<file path="config.mk">
export PLATFORM = sky130hd
export DESIGN_NAME = data_memory_address_modifier
export DESIGN_NICKNAME = d
export VERILOG_FILES = /design/src/dm_addr_pkg.sv /design/src/data_memory_address_modifier.sv
export VERILOG_INCLUDE_DIRS = /design/src
export SDC_FILE = /design/constraint.sdc
export NUM_CORES = 1
export LEC_CHECK = 0
export BUFFER_PORTS_ARGS = -buffer_cell sky130_fd_sc_hd__buf_2
export CAP_MARGIN = 20
export CORE_ASPECT_RATIO = 2
export CORE_MARGIN = 4
export CORE_UTILIZATION = 52
export CTS_BUF_LIST = sky130_fd_sc_hd__clkbuf_4
export DETAILED_ROUTE_END_ITERATION = 8
export PLACE_DENSITY = 0.86
export SLEW_MARGIN = 15
export SYNTH_ARGS = -nofsm -noshare
export SYNTH_HDL_FRONTEND = slang
export SYNTH_SLANG_ARGS = --single-unit
</file>
<file path="constraint.sdc">
create_clock -name clock -period 2.6 [get_ports clock]
set_input_delay 0.26 -clock clock [delete_from_list [all_inputs] [get_ports clock]]
set_output_delay 0.26 -clock clock [all_outputs]
set_load 0.01 [all_outputs]
</file>
<file path="src/dm_addr_consts.svh">
// constants for the data memory address modifier
`ifndef DM_ADDR_CONSTS_SVH
`define DM_ADDR_CONSTS_SVH
`define ROW_PTR_HIGH_ADDR 7'h7a
`define ROW_PTR_LOW_ADDR 7'h7b
`define INDEX_LOW_ADDR 7'h7c
`define GEN_PTR_HIGH_ADDR 7'h7d
`define GEN_PTR_LOW_ADDR 7'h7e
`define STATUS_WORD_ADDR 7'h7f
`define BANK_ADDR 7'h79
`define PTR_ENABLE_BIT 3
`define INDEX_ENABLE_BIT 0
`define DECIMAL_BIT 3
`define COMPARE_BIT 2
`define CARRY_BIT 1
`define ZERO_BIT 0
`define RF_ALIAS_BASE 7'h40
`define RF_CTRL_LAST 7'h3f
`define OFF_DMA_EN 6'h00
`define OFF_STACK 6'h01
`define OFF_CHIP_EN 6'h07
`define OFF_HSC_GATE 6'h11
`define OFF_HSC_OPEN 6'h12
`define OFF_RMC_WIDTH 6'h15
`define OFF_TM1_CARRY 6'h16
`define OFF_TM0_CARRY 6'h17
`define OFF_SER_WAIT 6'h18
`define OFF_LEVELS 6'h0f
`define OFF_SER_MODE 6'h08
`define OFF_TM2_CLK 6'h09
`define OFF_TM1_CLK 6'h0a
`define OFF_TM0_CLK 6'h0b
`define OFF_EDGE_SEL 6'h1f
`define OFF_ADC 6'h21
`define OFF_P1C_DIR 6'h27
`define OFF_IDC_EN 6'h31
`define OFF_IDC_PITCH 6'h32
`define OFF_P2A_DIR 6'h34
`define OFF_P1B_DIR 6'h35
`define OFF_P0B_DIR 6'h36
`define OFF_P0A_DIR 6'h37
`endif

</file>
<file path="src/dm_addr_pkg.sv">
// types for the data memory address modifier
package dm_addr_pkg;
   typedef enum logic [1:0] {
      OP_PLAIN,
      OP_IND_STORE,
      OP_IND_LOAD,
      OP_UNMODIFIED
   } op_kind_t;
endpackage

</file>
<file path="src/data_memory_address_modifier.sv">
// address modification, system flags and register file of the 4-bit core
`timescale 1ns/1ps
`include "dm_addr_consts.svh"

module data_memory_address_modifier #(
   parameter int BANK_W = 4
) (
   input wire logic clock,
   input wire logic rstn,
   input wire dm_addr_pkg::op_kind_t opKind,
   input wire logic [3:0] directBank,
   input wire logic [6:0] directAddr,
   input wire logic [3:0] genRegColumn,
   input wire logic [3:0] genRegData,
   input wire logic sysWrite,
   input wire logic [6:0] sysWriteAddr,
   input wire logic [3:0] sysWriteData,
   input wire logic [3:0] aluFlags,
   input wire logic aluFlagsLoad,
   input wire logic peek,
   input wire logic poke,
   input wire logic [6:0] rfAddr,
   input wire logic [3:0] windowData,
   input wire logic [3:0] aliasReadData,
   input wire logic chipEnablePin,
   input wire logic vsyncPin,
   input wire logic remotePin,
   input wire logic timer1Tick,
   input wire logic timer0Tick,
   input wire logic adcCompare,
   output logic [BANK_W-1:0] dataBank,
   output logic [6:0] dataAddr,
   output logic [BANK_W-1:0] indBank,
   output logic [6:0] indAddr,
   output logic [3:0] genRegBank,
   output logic [6:0] genRegAddr,
   output logic [3:0] peekData,
   output logic peekValid,
   output logic aliasWrite,
   output logic [6:0] aliasAddr,
   output logic [3:0] aliasWriteData,
   output logic [3:0] statusWord,
   output logic [3:0] bankReg,
   output logic rowPointerEnable,
   output logic indexEnable,
   output logic [10:0] indexRegister,
   output logic [6:0] rowPointer,
   output logic [3:0] ctrlDmaEnable,
   output logic [3:0] ctrlStack,
   output logic [3:0] ctrlHscGate,
   output logic [3:0] ctrlHscOpen,
   output logic [3:0] ctrlRmcWidth,
   output logic [3:0] ctrlSerialMode,
   output logic [3:0] ctrlSerialWait,
   output logic [3:0] ctrlTm2Clock,
   output logic [3:0] ctrlTm1Clock,
   output logic [3:0] ctrlTm0Clock,
   output logic [3:0] ctrlEdgeSelect,
   output logic [2:0] ctrlAdcChannel,
   output logic [3:0] ctrlP1cDir,
   output logic [3:0] ctrlIdcEnable,
   output logic [3:0] ctrlIdcPitch,
   output logic [3:0] ctrlP2aDir,
   output logic [3:0] ctrlP1bDir,
   output logic [3:0] ctrlP0bDir,
   output logic [3:0] ctrlP0aDir
);

   // system register nibbles
   logic [2:0] index_high_part;
   logic [3:0] index_middle_nibble;
   logic [3:0] index_low_nibble;
   logic row_pointer_enable;
   logic [2:0] general_register_pointer_low;
   logic [4:0] program_status_word;
   logic [3:0] bank;
   logic timer1Carry;
   logic timer0Carry;

   assign rowPointerEnable = row_pointer_enable;
   assign indexEnable = program_status_word[`INDEX_ENABLE_BIT];
   // top bit of the shared field never stores anything
   assign indexRegister = {1'b0, index_high_part[1:0], index_middle_nibble, index_low_nibble};
   assign rowPointer = indexRegister[10:4];
   assign statusWord = program_status_word[3:0];
   assign bankReg = bank;

   always_ff @(posedge clock or negedge rstn) begin
      if (!rstn) begin
         row_pointer_enable <= 1'b0;
         index_high_part <= 3'h0;
      end else if (sysWrite && sysWriteAddr == `ROW_PTR_HIGH_ADDR) begin
         row_pointer_enable <= sysWriteData[`PTR_ENABLE_BIT];
         index_high_part <= {1'b0, sysWriteData[1:0]};
      end
   end

   always_ff @(posedge clock or negedge rstn) begin
      if (!rstn) begin
         index_middle_nibble <= 4'h0;
         index_low_nibble <= 4'h0;
      end else if (sysWrite) begin
         if (sysWriteAddr == `ROW_PTR_LOW_ADDR)
            index_middle_nibble <= sysWriteData;
         if (sysWriteAddr == `INDEX_LOW_ADDR)
            index_low_nibble <= sysWriteData;
      end
   end

   always_ff @(posedge clock or negedge rstn) begin
      if (!rstn)
         general_register_pointer_low <= 3'h0;
      else if (sysWrite && sysWriteAddr == `GEN_PTR_LOW_ADDR)
         general_register_pointer_low <= sysWriteData[3:1];
   end

   always_ff @(posedge clock or negedge rstn) begin
      if (!rstn)
         bank <= 4'h0;
      else if (sysWrite && sysWriteAddr == `BANK_ADDR)
         bank <= {1'b0, sysWriteData[2:0]};
   end

   // software write wins over alu flag update in the same cycle
   always_ff @(posedge clock or negedge rstn) begin
      if (!rstn) begin
         program_status_word <= 5'h00;
      end else if (sysWrite && sysWriteAddr == `STATUS_WORD_ADDR) begin
         program_status_word <= {1'b0, sysWriteData};
      end else if (aluFlagsLoad) begin
         program_status_word[2:1] <= aluFlags[2:1];
         program_status_word[0] <= program_status_word[0];
         program_status_word[3] <= program_status_word[3];
      end
   end

   // general register: bank zero, row from low pointer
   assign genRegBank = 4'h0;
   assign genRegAddr = {general_register_pointer_low, genRegColumn[3:0]} & 7'h7f;

   // address generation
   logic modifiable;
   assign modifiable = (opKind != dm_addr_pkg::OP_UNMODIFIED);

   always_comb begin
      dataBank = bank[BANK_W-1:0];
      dataAddr = directAddr;
      if (indexEnable && modifiable) begin
         // real address: bank/address OR index
         dataBank = bank[BANK_W-1:0] | BANK_W'({1'b0, indexRegister[10:7]});
         dataAddr = directAddr | indexRegister[6:0];
      end
      // indirect side: row of direct operand, or of row pointer when enabled, column from register
      indBank = dataBank;
      indAddr = {dataAddr[6:4], genRegData};
      if (indexEnable && modifiable) begin
         indBank = bank[BANK_W-1:0] | BANK_W'({1'b0, indexRegister[10:7]});
         indAddr = {directAddr[6:4] | indexRegister[6:4], genRegData};
      end
      if (row_pointer_enable && (opKind == dm_addr_pkg::OP_IND_STORE || opKind == dm_addr_pkg::OP_IND_LOAD)) begin
         indBank = BANK_W'(rowPointer[6:3]);
         indAddr = {rowPointer[2:0], genRegData};
      end
   end

   // control register file, 00h..3fh
   always_ff @(posedge clock or negedge rstn) begin
      if (!rstn) begin
         ctrlDmaEnable <= 4'h0;
         ctrlStack <= 4'h0;
         ctrlHscGate <= 4'h0;
         ctrlHscOpen <= 4'h0;
         ctrlRmcWidth <= 4'h0;
         ctrlSerialMode <= 4'h0;
         ctrlSerialWait <= 4'h0;
         ctrlTm2Clock <= 4'h0;
         ctrlTm1Clock <= 4'h0;
         ctrlTm0Clock <= 4'h0;
         ctrlEdgeSelect <= 4'h0;
         ctrlAdcChannel <= 3'h0;
         ctrlP1cDir <= 4'h0;
         ctrlIdcEnable <= 4'h0;
         ctrlIdcPitch <= 4'h0;
         ctrlP2aDir <= 4'h0;
         ctrlP1bDir <= 4'h0;
         ctrlP0bDir <= 4'h0;
         ctrlP0aDir <= 4'h0;
      end else if (poke && rfAddr <= `RF_CTRL_LAST) begin
         // only implemented bits are kept
         unique case (rfAddr[5:0])
            `OFF_DMA_EN: ctrlDmaEnable <= windowData & 4'h2;
            `OFF_STACK: ctrlStack <= windowData;
            `OFF_HSC_GATE: ctrlHscGate <= windowData & 4'h3;
            `OFF_HSC_OPEN: ctrlHscOpen <= windowData & 4'h8;
            `OFF_RMC_WIDTH: ctrlRmcWidth <= windowData & 4'h7;
            `OFF_SER_MODE: ctrlSerialMode <= windowData;
            `OFF_SER_WAIT: ctrlSerialWait <= windowData;
            `OFF_TM2_CLK: ctrlTm2Clock <= windowData;
            `OFF_TM1_CLK: ctrlTm1Clock <= windowData;
            `OFF_TM0_CLK: ctrlTm0Clock <= windowData;
            `OFF_EDGE_SEL: ctrlEdgeSelect <= windowData & 4'h5;
            `OFF_ADC: ctrlAdcChannel <= windowData[3:1];
            `OFF_P1C_DIR: ctrlP1cDir <= windowData & 4'h1;
            `OFF_IDC_EN: ctrlIdcEnable <= windowData & 4'h1;
            `OFF_IDC_PITCH: ctrlIdcPitch <= windowData & 4'h1;
            `OFF_P2A_DIR: ctrlP2aDir <= windowData;
            `OFF_P1B_DIR: ctrlP1bDir <= windowData;
            `OFF_P0B_DIR: ctrlP0bDir <= windowData;
            `OFF_P0A_DIR: ctrlP0aDir <= windowData;
            default: ;
         endcase
      end
   end

   // carry flags: set by timer, cleared by read; set wins
   logic peekCtrl;
   assign peekCtrl = peek && rfAddr <= `RF_CTRL_LAST;
   always_ff @(posedge clock or negedge rstn) begin
      if (!rstn) begin
         timer1Carry <= 1'b0;
         timer0Carry <= 1'b0;
      end else begin
         if (timer1Tick)
            timer1Carry <= 1'b1;
         else if (peekCtrl && rfAddr[5:0] == `OFF_TM1_CARRY)
            timer1Carry <= 1'b0;
         if (timer0Tick)
            timer0Carry <= 1'b1;
         else if (peekCtrl && rfAddr[5:0] == `OFF_TM0_CARRY)
            timer0Carry <= 1'b0;
      end
   end

   logic [3:0] ctrlRead;
   always_comb begin
      unique case (rfAddr[5:0])
         `OFF_DMA_EN: ctrlRead = ctrlDmaEnable;
         `OFF_STACK: ctrlRead = ctrlStack;
         `OFF_CHIP_EN: ctrlRead = {3'h0, chipEnablePin};
         `OFF_HSC_GATE: ctrlRead = ctrlHscGate;
         `OFF_HSC_OPEN: ctrlRead = ctrlHscOpen;
         `OFF_RMC_WIDTH: ctrlRead = ctrlRmcWidth;
         `OFF_TM1_CARRY: ctrlRead = {3'h0, timer1Carry};
         `OFF_TM0_CARRY: ctrlRead = {3'h0, timer0Carry};
         `OFF_SER_MODE: ctrlRead = ctrlSerialMode;
         `OFF_SER_WAIT: ctrlRead = ctrlSerialWait;
         `OFF_TM2_CLK: ctrlRead = ctrlTm2Clock;
         `OFF_TM1_CLK: ctrlRead = ctrlTm1Clock;
         `OFF_TM0_CLK: ctrlRead = ctrlTm0Clock;
         `OFF_LEVELS: ctrlRead = {1'b0, vsyncPin, 1'b0, remotePin};
         `OFF_EDGE_SEL: ctrlRead = ctrlEdgeSelect;
         `OFF_ADC: ctrlRead = {ctrlAdcChannel, adcCompare};
         `OFF_P1C_DIR: ctrlRead = ctrlP1cDir;
         `OFF_IDC_EN: ctrlRead = ctrlIdcEnable;
         `OFF_IDC_PITCH: ctrlRead = ctrlIdcPitch;
         `OFF_P2A_DIR: ctrlRead = ctrlP2aDir;
         `OFF_P1B_DIR: ctrlRead = ctrlP1bDir;
         `OFF_P0B_DIR: ctrlRead = ctrlP0bDir;
         `OFF_P0A_DIR: ctrlRead = ctrlP0aDir;
         default: ctrlRead = 4'h0;
      endcase
   end

   // peek answer one cycle later, from a flop
   always_ff @(posedge clock or negedge rstn) begin
      if (!rstn) begin
         peekData <= 4'h0;
         peekValid <= 1'b0;
      end else begin
         peekValid <= peek;
         if (peek)
            peekData <= (rfAddr <= `RF_CTRL_LAST) ? ctrlRead : aliasReadData;
      end
   end

   // upper half aliases the current bank's 40h..7fh
   assign aliasAddr = rfAddr | `RF_ALIAS_BASE;
   assign aliasWrite = poke && rfAddr >= `RF_ALIAS_BASE;
   assign aliasWriteData = windowData;

endmodule

</file>
======== Word-level counts from Yosys, hierarchy flattened ========
Cells that the tools add are included.
storage, ports and cells
  flip-flop bits (word level) ............. 83
  memory bits (read-only) ................. 0
  RAM bits ................................ 0
  output and inout port bits .............. 153
  bits of input ports ..................... 63
  bits in latches ......................... 0
  memories ................................ 0
operators by class
  $mul .................................... 0
  bitwise logic cells ..................... 3
  reduce and logical (&&, ||, !) cells .... 37
  multiplexer cells ....................... 14
  add/subtract/negate cells ............... 0
  order comparisons ....................... 2
  div/mod/pow operators ................... 0
  shifts and indexed selects .............. 0
  equal/unequal tests ..................... 31
operators with widths
  operator            number
  $pmux 4 s23         1
  $eq 6x6->1 const B  8
  $eq 6x5->1 const B  7
  $eq 7x7->1 const B  6
  $reduce_and 2->1    21
  $eq 6x4->1 const B  5
  $mux 7              3
  $mux 3              4
  $logic_and 1x1->1   11
  $mux 4              2
  $ge 7x7->1 const B  1
  $le 7x6->1 const B  1
  $or 7x7->7          1
  $eq 6x1->1 const B  1
  $eq 6x3->1 const B  1
  $logic_not 6->1     1
  $or 3x3->3          2
  $reduce_bool 2->1   3
  $mux 1              4
  $eq 2x1->1 const B  1
  $eq 2x2->1 const B  1
  $ne 2x2->1 const B  1
  $logic_or 1x1->1    1

======== Longest topological paths before layout ========
  depth after elaboration ................. 5
  mapped depth ............................ 7

======== Least setup slack after synthesis ========
Ideal clock, no wire load.
  path kind ............................... input-to-reg
  start point ............................. input rfAddr[4]
  end point ............................... register ctrlSerialMode[0]
  stages .................................. 6
  arrival time ............................ 1.591 ns
  path slack .............................. 0.884 ns
  path buffers ............................ 2
  path through ............................ buf_6 or4b_4 buf_6 nor3_4 nand2_4 mux2_4
between the ends
  longest elaborated chain between the ends .. 3
RTL lines
  element                              line                                 text
  from (decl)                          data_memory_address_modifier.sv:22   input wire logic [6:0] rfAddr,
  $le 7x6->1 (no source line)          n/a
  $logic_and 1x1->1 (no source line)   n/a
  $reduce_and 2->1 (no source line) *  n/a
  to (signal assigned)                 data_memory_address_modifier.sv:196  `OFF_SER_MODE: ctrlSerialMode <= windowData;
  to (decl)                            data_memory_address_modifier.sv:53   output logic [3:0] ctrlSerialMode,
Every way passes the cells marked *; elsewhere a longest branch is shown, timed or not.
A chain may end at the register's enable or synchronous reset.

======== Worst setup path after layout ========
  start point ............................. register program_status_word[0]
  end point ............................... output indAddr[6]
between the ends
  longest elaborated chain between the ends .. 4
RTL lines
  element                 line                                                                      text
  from (decl)             data_memory_address_modifier.sv:75                                        logic [4:0] program_status_word;
  from (signal assigned)  data_memory_address_modifier.sv:129                                       program_status_word <= {1'b0, sysWriteData};
  from (signal assigned)  data_memory_address_modifier.sv:132                                       program_status_word[0] <= program_status_word[0];
  $logic_and 1x1->1 *     data_memory_address_modifier.sv:148, data_memory_address_modifier.sv:156
  $mux 7                  data_memory_address_modifier.sv:148                                       if (indexEnable && modifiable) begin
  $mux 7 *                data_memory_address_modifier.sv:156                                       if (indexEnable && modifiable) begin
  $mux 7 *                data_memory_address_modifier.sv:160                                       if (row_pointer_enable && (opKind == dm_addr_pkg::OP_IND_STORE || opKind == dm_addr_pkg::OP_IND_LOAD)) begin
  to (decl)               data_memory_address_modifier.sv:34                                        output logic [6:0] indAddr,
Marks and branches as above.

==> flow_metrics.tcl <==
set metrics [dict create \
    utilization_pct 62.9 \
    rsz0062_at_grt "no" \
    ys_dominant_reg_cell "dfrtp_1" \
    drtIter0Drc 370 \
    root_buffer "clkbuf_4" \
    routed_wirelength_mm 13.5 \
    most-common-layout-cells "162 x buf_2, 83 x dfrtp_1, 76 x mux2_2, 30 x conb_1, 25 x nand2_1" \
    drive_above_1_share_pct 49.8 \
    p_per_area_mw_per_mm2 550 \
    rrSetupSlack_ns 0.66 \
    hold_violations 0 \
    post_drt_wl_per_cell_um 20.5 \
    cts_tree "done" \
    syn_inst 409 \
    drc_errors 0 \
    antenna_found_initial 1 \
    wl_met1_mm 4.16 \
    clockBufferDepth 2 \
    cts_setup_buffers 0 \
    port_buffers 163 \
    reg2reg_to "peekData[0]" \
    placed_area_mm2 0.00525 \
    max_clock_freq_mhz 493 \
    syn2layout_area_growth_pct 17.5 \
    worstMarginPinSlew_ns 0.607 \
    fin_crit_ns 2.03 \
    final_common_cell "buf_2" \
    final.period_utilization_pct 78.0 \
    crit_path_end_kind "output port" \
    numClockSinks 83 \
    cts_buffers 9 \
    path_class "flip-flop to output port" \
    drv_slew 0 \
    netlist_area_mm2 0.00466 \
    top_layer_used "met4" \
    arrival_ns 1.77 \
    firstDrtPassIters 5 \
    final_nets 613 \
    core-area_mm2 0.00871 \
    cap_violations 0 \
    overflow 0 \
    r2r_cells 4 \
    synth_cell_types 51 \
    synth_edf_count 0 \
    grt_pass1_vias 3805 \
    initial_utilization_pct 53.5 \
    p_leak_nw 2.97 \
    die_x_um 74.9 \
    min_path_cells 3 \
    status "finished clean" \
    clkTransAtPathRegs_ns 0.12 \
    relSlewSlack_pct 59.5 \
    final_area_mm2 0.00548 \
    grt_pass1_wl_mm 20.3 \
    required_ns 2.34 \
    peakVddDrop_mv 0.465 \
    wl_met2_mm 7.21 \
    r2r_start "ctrlP2aDir[0]" \
    fp.dieH_um 142 \
    dp_hpwl_mm 10.7 \
    wl_met3_mm 1.18 \
    gp_congestion 0.962 \
    num_rows 48 \
    grt_start_max_net_pins 46 \
    ys_seq_area_share_pct 44.6 \
    ant_nets 0 \
    viasPerCell 5.91 \
    crit_fanout 10 \
    worstHoldPathType "input pin to flip-flop" \
    yosysWarningCount 0 \
    syn_area_per_cell_um2 11.4 \
    htree_levels 3 \
    synth_seq_cells 83 \
    fin_setup_tns_ns 0 \
    startpoint_type "flip-flop" \
    finClkSkew_ns 0.0243 \
    hold_end "program_status_word[1]" \
    die-area_mm2 0.0106 \
    vias 3874 \
    setup_viol_count_final 0 \
    cts_resized 0 \
    clk_latency_ns 0.45 \
    min_from "aluFlags[1]" \
    io_pins 216 \
    track_usage_pct 25.9 \
    async_flop_share_pct 100 \
]
## cell type report
| class | instances | area, µm² |
|---|---|---|
| clock inverters | 7 | 115 |
| clock buffers | 9 | 67.6 |
| fillers | 680 | 3230 |
| inverters | 3 | 11.3 |
| flip-flops and latches | 83 | 2080 |
| multi-input cells | 279 | 2180 |
| well taps | 100 | 125 |
| repair buffers | 173 | 903 |
| diodes | 1 | 2.50 |
## per-stage QoR
| stage | hold WS (ns) | instances | worst slack [ns] | total power, W |
|---|---|---|---|---|
| 6_report | 0.118 | 655 | 0.572 | 0.00301 |
| 5_1_grt | 0.115 | 655 | 0.470 | 0.00314 |
| 4_1_cts | 0.0869 | 654 | 0.536 | 0.00303 |
| 3_5_place_dp | 0.285 | 634 | 0.400 | 0.00208 |
| 3_3_place_gp | 0.274 | 634 | 0.441 | 0.00206 |
| 2_1_floorplan | -0.0356 | 437 | 0.884 | 0.00186 |
## synthesized netlist by cell type (2+ instances only)
| cell | instances | area, µm² |
|---|---|---|
| a2111oi_0 | 2 | 17.5 |
| a21o_1 | 12 | 90.1 |
| a21oi_1 | 8 | 40.0 |
| a221oi_1 | 2 | 17.5 |
| a22o_1 | 2 | 17.5 |
| a22oi_1 | 4 | 30.0 |
| a2bb2oi_1 | 3 | 26.3 |
| a31oi_1 | 4 | 25.0 |
| and4b_1 | 2 | 20.0 |
| buf_2 | 8 | 40.0 |
| buf_4 | 55 | 413 |
| buf_6 | 2 | 22.5 |
| clkbuf_1 | 7 | 26.3 |
| conb_1 | 2 | 7.51 |
| dfrtp_1 | 83 | 2080 |
| inv_1 | 3 | 11.3 |
| mux2_2 | 76 | 856 |
| mux2_4 | 4 | 60.1 |
| mux2i_1 | 9 | 90.1 |
| mux4_2 | 3 | 67.6 |
| nand2_1 | 25 | 93.8 |
| nand2b_1 | 6 | 37.5 |
| nand3_1 | 10 | 50.1 |
| nand3b_1 | 3 | 22.5 |
| nand4_1 | 5 | 31.3 |
| nor2_1 | 16 | 60.1 |
| nor2b_1 | 10 | 62.6 |
| nor3_1 | 10 | 50.1 |
| nor3_4 | 3 | 48.8 |
| nor3b_1 | 3 | 22.5 |
| o21ai_0 | 5 | 25.0 |
| o22ai_1 | 2 | 12.5 |
| or4b_4 | 2 | 27.5 |
## flip-flops by register name, indices dropped and copies added (netlist names), 4 cells and up
signal,count
ctrlP1bDir,4
ctrlP0aDir,4
ctrlSerialMode,4
index_low_nibble,4
ctrlStack,4
ctrlP0bDir,4
index_middle_nibble,4
peekData,4
ctrlTm1Clock,4
ctrlTm0Clock,4
ctrlP2aDir,4
ctrlTm2Clock,4
program_status_word,4
ctrlSerialWait,4
## routing by layer
metal  up-vias  GRT usage (%)
met2       270           45.3
li1       1677              -
met1      1865           25.8
met4         0           17.4
met5         -              0
met3        62           5.96
## critical path, stage by stage (launching register included)
cell and delay (ns):
dfrtp_1 0.42, nor2b_1 0.14, buf_4 0.16, a21o_1 0.21, mux2_2 0.26, buf_2 0.14
## worst max-delay path by stage
stage,start,end,cells after the start
floorplan,rfAddr[4],ctrlSerialMode[0],6
detailed placement,rfAddr[0],peekData[0],5
CTS,program_status_word[0],indAddr[6],5
finish,program_status_word[0],indAddr[6],5
global placement,rfAddr[0],peekData[0],5
global route,program_status_word[0],indAddr[6],5
## cell families after synthesis
family	synth area share, %
buffers and inverters	11.0
adders and majority gates	0.268
DFF	44.6
muxes	23.0
and+or+nand+nor	12.5
AOI/OAI and AO/OA	8.43
other	0.161
## where the power goes
group	internal, W	switching [W]	total, W
combinational	0.000258	0.000330	0.000588
clock	0.000485	0.000464	0.000949
sequential	0.00139	0.0000860	0.00148
total	0.00213	0.000880	0.00301
## what timing repair did
item,in CTS,in global routing
hold endpoints to repair,46,0
hold buffers,4,0
endpoints found under the setup margin,0,0
(Power assumes the default switching activity.)
